$ cat src/logic/dsfl_consts.svh
// named constants for the low status word flag logic
`ifndef DSFL_CONSTS_SVH
`define DSFL_CONSTS_SVH
`define DSFL_BIT_IN1        0
`define DSFL_BIT_IN2        1
`define DSFL_BIT_TEMP90     4
`define DSFL_BIT_CONN_LOST  6
`define DSFL_BIT_DRV_FAULT  7
`define DSFL_BIT_INV_JOG    9
`define DSFL_BIT_LIMIT      10
`define DSFL_WORD_W         16
`define DSFL_TEMP_W         8
`define DSFL_WARN_DEG       8'd90
`define DSFL_FAULT_DEG      8'd95
`define DSFL_ZERO_WORD      16'h0000
`define DSFL_LOW_MASK       16'h06d3
`define DSFL_SYNC_W         5
`define DSFL_SYNC_RST       5'h10
`define DSFL_SYN_CW         0
`define DSFL_SYN_CCW        1
`define DSFL_SYN_IN1        2
`define DSFL_SYN_IN2        3
`define DSFL_SYN_LINK       4
`define DSFL_IN_CH          2
`endif

$ cat src/logic/dsfl_pkg.sv
// types for the low status word flag logic
package dsfl_pkg;
  // selects which jog parameter the host is changing
  typedef enum logic [2:0] {
    DSFL_PAR_SPEED = 3'h1,
    DSFL_PAR_ACCEL = 3'h2,
    DSFL_PAR_DECEL = 3'h4
  } dsfl_par_type;
endpackage

$ cat src/logic/dsfl_status_low.sv
// status flag logic for the low eleven bits of the second status word
// Contract
// limit flag set on switch during move
// limit clears on switch release or reset
// invalid jog value sets bit 9
// only speed, accel, decel change in jog
// reserved bits 8,5,3,2 read zero
// driver fault bit follows overtemp when enabled
// fault withholds current, self-clears when cool
// connection-lost set when physical link returns
// connection-lost also sets input error
// protocol loss alone leaves flag alone
// temp warning above 90 degrees C
// bit 1 is input 2 active
// bit 0 is input 1 active
// above 95 degrees remove current, report
// host error reset clears latched flags
// flags registered as one coherent word
// pins synchronised before use
`include "dsfl_consts.svh"
module dsfl_status_low (
  input  wire logic                    clk_sys_i,       // system clock
  input  wire logic                    nrst_i,          // async reset, low
  input  wire logic                    limit_cw_i,      // end switch pin, active high
  input  wire logic                    limit_ccw_i,     // end switch pin, active high
  input  wire logic                    in1_pin_i,       // discrete input 1 pin
  input  wire logic                    in2_pin_i,       // discrete input 2 pin
  input  wire logic                    in1_pol_i,       // 1: input 1 active high
  input  wire logic                    in2_pol_i,       // 1: input 2 active high
  input  wire logic                    moving_i,        // a move is in progress
  input  wire logic                    jog_active_i,    // a jog move is running
  input  wire logic                    jog_wr_i,        // host writes a jog parameter
  input  wire dsfl_pkg::dsfl_par_type  jog_par_i,       // which parameter
  input  wire logic                    jog_val_ok_i,    // value within range
  input  wire logic                    reset_errors_i,  // host error reset pulse
  input  wire logic                    drv_enable_i,    // driver section enabled
  input  wire logic [`DSFL_TEMP_W-1:0] motor_temp_i,    // thermistor, degrees C
  input  wire logic [`DSFL_TEMP_W-1:0] cpu_temp_i,      // processor temp, degrees C
  input  wire logic                    phy_link_i,      // physical link up pin
  output logic [`DSFL_WORD_W-1:0]      status_word_o,   // low part of status word
  output logic                         input_err_set_o, // pulse: set input error
  output logic                         jog_accept_o,    // pulse: parameter taken
  output logic                         motor_cur_en_o   // motor current allowed
);

  // ************************************************************
  // pin synchronisers
  // ************************************************************
  logic [`DSFL_SYNC_W-1:0] sync1_r;   // first stage, read only by second
  logic [`DSFL_SYNC_W-1:0] sync2_r;   // second stage, safe to use
  logic [`DSFL_SYNC_W-1:0] pins;      // raw pins gathered

  // pin order matches the index names in the constants header
  assign pins = {phy_link_i, in2_pin_i, in1_pin_i, limit_ccw_i, limit_cw_i};

  // two-flop synchroniser per pin
  // link stages reset as up: a link already up at release must not
  // look like a return and raise the connection-lost flag
  always_ff @(posedge clk_sys_i or negedge nrst_i) begin
    if (!nrst_i) begin
      sync1_r <= `DSFL_SYNC_RST; // switches and inputs idle, link up
      sync2_r <= `DSFL_SYNC_RST;
    end else begin
      sync1_r <= pins;
      sync2_r <= sync1_r;
    end
  end

  // synchronised levels, named by use
  logic lim_s;    // any end switch active
  logic in1_s;    // input 1 level
  logic in2_s;    // input 2 level
  logic link_s;   // physical link level
  // both end switches share one limit flag
  assign lim_s  = sync2_r[`DSFL_SYN_CW] | sync2_r[`DSFL_SYN_CCW];
  assign in1_s  = sync2_r[`DSFL_SYN_IN1];
  assign in2_s  = sync2_r[`DSFL_SYN_IN2];
  assign link_s = sync2_r[`DSFL_SYN_LINK];

  // ************************************************************
  // discrete input flags, one per channel
  // ************************************************************
  logic [`DSFL_IN_CH-1:0] in_lvl; // synchronised input levels
  logic [`DSFL_IN_CH-1:0] in_pol; // configured active levels
  logic [`DSFL_IN_CH-1:0] in_on;  // input in its active state
  assign in_lvl = {in2_s, in1_s};
  assign in_pol = {in2_pol_i, in1_pol_i};
  // active when the level matches the configured polarity
  for (genvar ch = 0; ch < `DSFL_IN_CH; ch++) begin : g_in_flag
    assign in_on[ch] = ~(in_lvl[ch] ^ in_pol[ch]);
  end

  // ************************************************************
  // flag state
  // ************************************************************
  // previous levels for the edge detectors
  logic lim_q_r,  lim_q_nxt;    // previous switch level
  logic link_q_r, link_q_nxt;   // previous link level
  // latched flags, held until released or cleared
  logic limit_r,  limit_nxt;    // limit flag
  logic injog_r,  injog_nxt;    // invalid jog change flag
  logic conn_r,   conn_nxt;     // connection-lost flag
  // one-cycle pulses toward the rest of the device
  logic inerr_r,  inerr_nxt;    // input error set pulse
  logic acc_r,    acc_nxt;      // jog accept pulse
  // the word the host reads, built and registered as one
  logic [`DSFL_WORD_W-1:0] word_r, word_nxt; // coherent snapshot
  // live conditions decoded every cycle
  logic fault_now;              // overtemp fault condition
  logic warn_now;               // processor temp warning
  logic par_ok;                 // permitted jog parameter

  // thermal conditions
  assign fault_now = motor_temp_i > `DSFL_FAULT_DEG;
  assign warn_now  = cpu_temp_i > `DSFL_WARN_DEG;
  // only three parameters may change in flight
  assign par_ok = (jog_par_i == dsfl_pkg::DSFL_PAR_SPEED) ||
                  (jog_par_i == dsfl_pkg::DSFL_PAR_ACCEL) ||
                  (jog_par_i == dsfl_pkg::DSFL_PAR_DECEL);

  // next state for all flags
  always_comb begin
    // edge detectors remember the last synchronised level
    lim_q_nxt  = lim_s;
    link_q_nxt = link_s;
    // limit: set beats clear
    limit_nxt = limit_r;
    if (reset_errors_i || (lim_q_r && !lim_s)) begin
      // host clear, or switch went from active to inactive
      limit_nxt = 1'b0;
    end
    if (lim_s && moving_i) begin
      // end of travel reached while moving
      limit_nxt = 1'b1;
    end
    // invalid jog: cleared by error reset, set wins
    injog_nxt = injog_r;
    acc_nxt   = 1'b0;
    if (reset_errors_i) begin
      injog_nxt = 1'b0;
    end
    // writes outside a jog, or to other parameters, are ignored
    if (jog_active_i && jog_wr_i && par_ok) begin
      if (jog_val_ok_i) begin
        // in-range value taken, one-cycle acknowledge
        acc_nxt = 1'b1;
      end else begin
        // out-of-range value: flag it, keep the old setting
        injog_nxt = 1'b1;
      end
    end
    // connection lost: set on physical link return only
    conn_nxt  = conn_r;
    inerr_nxt = 1'b0;
    if (reset_errors_i) begin
      conn_nxt = 1'b0;
    end
    // only the physical link is watched, so a protocol-level
    // loss with the link still up never reaches this flag
    if (link_s && !link_q_r) begin
      conn_nxt  = 1'b1;
      inerr_nxt = 1'b1;
    end
    // assemble word, reserved bits stay zero
    word_nxt = `DSFL_ZERO_WORD;
    // latched flags follow their next value, so the word and the
    // flag registers never disagree
    word_nxt[`DSFL_BIT_LIMIT]     = limit_nxt;
    word_nxt[`DSFL_BIT_INV_JOG]   = injog_nxt;
    // live conditions follow their inputs one cycle later; connection-lost follows its next value
    word_nxt[`DSFL_BIT_DRV_FAULT] = drv_enable_i & fault_now;
    word_nxt[`DSFL_BIT_CONN_LOST] = conn_nxt;
    word_nxt[`DSFL_BIT_TEMP90]    = warn_now;
    word_nxt[`DSFL_BIT_IN2]       = in_on[1];
    word_nxt[`DSFL_BIT_IN1]       = in_on[0];
  end

  // registers only
  always_ff @(posedge clk_sys_i or negedge nrst_i) begin
    if (!nrst_i) begin
      // flags clear, link history up
      lim_q_r  <= 1'b0;
      link_q_r <= 1'b1;
      limit_r  <= 1'b0;
      injog_r  <= 1'b0;
      conn_r   <= 1'b0;
      inerr_r  <= 1'b0;
      acc_r    <= 1'b0;
      word_r   <= `DSFL_ZERO_WORD;
    end else begin
      // the word moves with its flags on the same edge
      lim_q_r  <= lim_q_nxt;
      link_q_r <= link_q_nxt;
      limit_r  <= limit_nxt;
      injog_r  <= injog_nxt;
      conn_r   <= conn_nxt;
      inerr_r  <= inerr_nxt;
      acc_r    <= acc_nxt;
      word_r   <= word_nxt;
    end
  end

  // current withheld while fault persists, returns by itself
  // no latch here: current comes back once the thermistor reads safe
  logic cur_r, cur_nxt; // motor current enable
  always_comb begin
    cur_nxt = drv_enable_i & ~fault_now;
  end
  always_ff @(posedge clk_sys_i or negedge nrst_i) begin
    if (!nrst_i) begin
      cur_r <= 1'b0;
    end else begin
      cur_r <= cur_nxt;
    end
  end

  // every output comes straight from a flip-flop
  assign status_word_o   = word_r;
  assign input_err_set_o = inerr_r;
  assign jog_accept_o    = acc_r;
  assign motor_cur_en_o  = cur_r;
endmodule

$ cat config.mk
export PLATFORM = sky130hd
export DESIGN_NAME = dsfl_status_low
export DESIGN_NICKNAME = d
export VERILOG_FILES = /design/src/logic/dsfl_pkg.sv /design/src/logic/dsfl_status_low.sv
export VERILOG_INCLUDE_DIRS = /design/src /design/src/logic
export SDC_FILE = /design/constraint.sdc
export NUM_CORES = 1
export LEC_CHECK = 0
export CORE_MARGIN = 4
export CORE_UTILIZATION = 55
export CTS_BUF_LIST = sky130_fd_sc_hd__clkbuf_8
export CTS_CLUSTER_DIAMETER = 200
export DETAILED_ROUTE_END_ITERATION = 10
export DONT_BUFFER_PORTS = 1
export PLACE_DENSITY = 0.81
export SLEW_MARGIN = 20
export SYNTH_ARGS = -nofsm -noshare
export SYNTH_HDL_FRONTEND = slang
export SYNTH_SLANG_ARGS = --single-unit
export TNS_END_PERCENT = 10
$ cat constraint.sdc
create_clock -name clk_sys_i -period 2.2 [get_ports clk_sys_i]
set_input_delay 0.33 -clock clk_sys_i [delete_from_list [all_inputs] [get_ports clk_sys_i]]
set_output_delay 0.33 -clock clk_sys_i [all_outputs]
set_load 0.005 [all_outputs]
# After elaboration in Yosys (flattened, before gate mapping)
# Index checks and enable logic that the tools add are counted.
[totals] input_bits=34 regBits=25 word_cells=44
[op_classes] eq_ne=3 n_bitwise=8 mux=10 magnitude_cmp=2 n_reduce_logical=10
[ops] cell="$gt A8 B7 Y1 const B" count=2
[ops] cell="$mux W1" count=10
[ops] cell="$logic_and A1 B1 Y1" count=5
[ops] cell="$eq A3 B1 Y1 const B" count=1
[ops] cell="$eq A3 B2 Y1 const B" count=1
[ops] cell="$eq A3 B3 Y1 const B" count=1
[ops] cell="$logic_or A1 B1 Y1" count=3
[ops] cell="$not A1 Y1" count=3
[ops] cell="$and A1 B1 Y1" count=2
[ops] cell="$logic_not A1 Y1" count=2
[ops] cell="$xor A1 B1 Y1" count=2
[ops] cell="$or A1 B1 Y1" count=1

# Depth between registers and ports, before layout
[logic_depth] depth_word=6 ltp_mapped=3 depth_no_buf=3

# Worst setup path after synthesis
# OpenSTA, ideal clock, no wires.
[synth_path] path_kind="input to register" start="input port jog_par_i[1]" end="register word_r[9], in the netlist status_word_o[9]" t_required_ns=2.105 slack_ns=1.325 n_path_buf=0 setup_time_ns=0.095 arrival_ns=0.780 stages=3 cell_sequence="o21ai_0 o21ai_1 o32ai_2"
[synth_via] elab_chain_len=5 word_cells_on_any_way=7 classes_between="eq/ne (3); mux (1); reduce/logical (3)"
[synth_rtl] item="from (decl)" line="dsfl_status_low.sv:33" source="input wire dsfl_pkg::dsfl_par_type jog_par_i,"
[synth_rtl] item="$eq A3 B1 Y1 or $eq A3 B2 Y1 (tied branches)" line="dsfl_status_low.sv:117, dsfl_status_low.sv:118"
[synth_rtl] item="$logic_or A1 B1 Y1" line="dsfl_status_low.sv:117" source="assign par_ok = (jog_par_i == dsfl_pkg::DSFL_PAR_SPEED) ||"
[synth_rtl] item="$logic_or A1 B1 Y1 (*)" line="dsfl_status_low.sv:118" source="(jog_par_i == dsfl_pkg::DSFL_PAR_ACCEL) ||"
[synth_rtl] item="$logic_and A1 B1 Y1 (*)" line="dsfl_status_low.sv:143" source="if (jog_active_i && jog_wr_i && par_ok) begin"
[synth_rtl] item="$mux W1 (*)" line="dsfl_status_low.sv:143"
[synth_rtl] item="net injog_nxt" line="dsfl_status_low.sv:101" source="logic injog_r, injog_nxt;"
[synth_rtl] item="to (signal assigned)" line="dsfl_status_low.sv:189" source="word_r <= `DSFL_ZERO_WORD;"
[synth_rtl] item="to (signal assigned)" line="dsfl_status_low.sv:199" source="word_r <= word_nxt;"
[synth_rtl] item="to (decl)" line="dsfl_status_low.sv:107" source="logic [`DSFL_WORD_W-1:0] word_r, word_nxt;"
# The timed path passes the listed nets; every way through them passes the cells marked *.

==> run summary <==
Syn. warnings: 0
Worst R2R Path Depth: 3
Highest Signal Layer: met4
vias in the first global route: 376
critical path, cell by cell: dlygate4sd3_1
crit-path max FO: 22
CTS HTree Levels: 1
fin. max-slew vios: 0
Seq/Total Area, Yosys: 70.0%
Die ar.: 2110 um2
#FFs+latches synth: 22
Antenna Nets Post-Route: 0
Detailed Route WL: 1020 um
reg2reg start: sync2_r[1]
starting density of the core: 59.4%
worst reg-to-reg setup slack: 1.29 ns
Comb pwr share: 4.0%
fin crit period: 1.20 ns
# clock sinks: 22
vias post-DR: 384
clock buffer depth: 2
CTS Buf Count: 3
CP Launch Type: input pin
WP depth: 1
die height: 45.9 um
Met3 Wirelength: 203 um
WL met2: 502 um
CTS tree: built
GRT Residual Overflow: 0
critical path startpoint: nrst_i
Post-Syn Instances: 58
layout cell share with drive strength beyond 1: 13.6%
CP Capture Type: async pin
post-DP HPWL: 776 um
setup TNS: 0 ns
Flop pwr share: 53.0%
status: finished, final reports clean
Peak VDD IR: 607 uV
critical path endpoint: lim_q_r
fin util: 62.4%
fmax: 832 MHz
Port Buf Inserts: 0
Fin. Hold Viols: 0
Synth Flop Type: dfrtp_1
Slowest-stage cell, CP: dlygate4sd3_1
Total Routing Usage GR: 11.2%
DP Cell Count: 69
M1 WL: 291 um
CP required: 2.46 ns
residual DRC count: 0
Post-Syn Area per Cell: 13.7 um2
critical path type: input pin to async pin
WL per Instance: 13.8 um
Via density: 5.19
leading post-synthesis cells by cell area: dfrtp_1 (60%), buf_4 (11%), dfstp_2 (10%)
Final Cycle Share: 54.6%
WP data arrival: 1.47 ns
setup repair after global routing missed its margin: no
max-cap viol count: 0
largest net degree at the start of global routing: 23
top-count cell post-synth: dfrtp_1
pre-CTS setup slack: 1.26 ns
ANT cells: 0
Pwr Density: 1000 nW/um2
Post-synth EDFFs: 0
cell family with most CP delay: buffers and inverters
ys async rst share: 100%
Layout Cells excl Fill: 74
critical path's largest stage delay: 1.13 ns
# resized after CTS: 0
DR iter-0 viols: 0
Final Net Count: 94
HP Class: input pin to flop
First-pass DRT Iterations: 1
global-route wire length before repair: 1490 um
slew margin rel.: 39.5%
final setup skew: 0.00467 ns
Post-synth top cells: dfrtp_1 (19), buf_4 (12), a21oi_1 (3), dfstp_2 (3), inv_1 (3)
top-area cell type share of the netlist area: 60.0%
Core Rows: 13
RePlAce Congestion: 0.672
largest area contributor in the netlist: dfrtp_1
leak pwr: 0.382 nW
P_sw: 0.000147 W
Clk Latency, worst-skew pair: 0.26 ns
Netlist cell types: 19
Die W: 45.9 um
Cell Int Power: 0.000687 W
Clk pwr share: 43.0%
IO Pins: 53
Final WS setup: 0.999 ns
CTS root buffer: clkbuf_8
worst path buffer plus inverter count: 1
synthesized cell area: 792 um2
Area growth syn-to-layout: 5.06%
initial antenna violation count: 0
FF-to-FF End: status_word_o[10]
Least-Margin Pin Slew: 0.905 ns
Switching Fraction: 17.6%
clk slew on worst S/H paths: 0.07 ns
area of the core: 1330 um2
Final Setup Violations: 0
==> layout by cell type, fill, tap and decap left out, types with 2 or more instances in the layout <==
cell	n
clkbuf_8	3
nor2b_1	2
a21oi_1	3
xnor2_1	2
conb_1	9
nand2_1	2
dfstp_2	3
dfrtp_1	19
o21ai_0	2
inv_1	3
==> sequential cells by signal (all words and copies together) (netlist names) <==
signal           count
status_word_o        7
input_err_set_o      1
motor_cur_en_o       1
jog_accept_o         1
link_q_r             1
sync2_r              5
lim_q_r              1
sync1_r              5
==> cell type report <==
cell class	count	area, um2
clock buffers	3	41.3
clock inverters	1	30.0
fillers	113	502
inverters	3	11.3
multi-input cells	29	166
flip-flops and latches	22	554
well taps	15	18.8
repair buffers	1	10.0
==> worst min path at each step <==
stage	startpoint	end	cells after the start
2_1_floorplan	nrst_i	input_err_set_o	0
5_1_grt	phy_link_i	sync1_r[4]	0
3_5_place_dp	nrst_i	status_word_o[9]	0
3_3_place_gp	nrst_i	jog_accept_o	0
4_1_cts	phy_link_i	sync1_r[4]	0
6_report	phy_link_i	sync1_r[4]	0
==> cells by family after synthesis <==
group,after synthesis,share of synthesized area [%]
AOI/OAI and AO/OA,9,8.06
other,1,0.473
buffers and inverters,15,12.8
and+or+nand+nor,8,5.37
xor gates and xnor gates,3,3.32
DFF,22,70.0
==> through the flow <==
stage / hold slack (ns) / cell area (um2) / power (W)
after global routing: 0.0372 / 832 / 0.000877
final: 0.0628 / 832 / 0.000834
after CTS: 0.0517 / 832 / 0.000849
after global placement: 0.0349 / 751 / 0.000473
after detailed placement: 0.0349 / 751 / 0.000475
after floorplan: 0.0344 / 822 / 0.000487
==> power by group through the flow <==
stage / Sequential, W / Clock (W) / Combinational, W
2_1_floorplan: 0.000446 / 0 / 0.0000410
3_3_place_gp: 0.000449 / 0 / 0.0000235
3_5_place_dp: 0.000450 / 0 / 0.0000248
4_1_cts: 0.000443 / 0.000372 / 0.0000337
5_1_grt: 0.000446 / 0.000393 / 0.0000386
6_report: 0.000442 / 0.000359 / 0.0000331
==> routing by layer <==
| layer | GRT usage, % | up-vias |
|---|---|---|
| li1 | - | 166 |
| met5 | 0 | - |
| met4 | 8.52 | 0 |
| met3 | 10.7 | 4 |
| met2 | 17.3 | 36 |
| met1 | 8.21 | 178 |
==> timing repair <==
action | CTS | global route
setup buffers | 0 | 0
hold endpoints to repair | 22 | 0
hold buffers | 1 | 0
setup endpoints to repair | 0 | 0
Note: power is estimated with default switching activity, not from simulation.
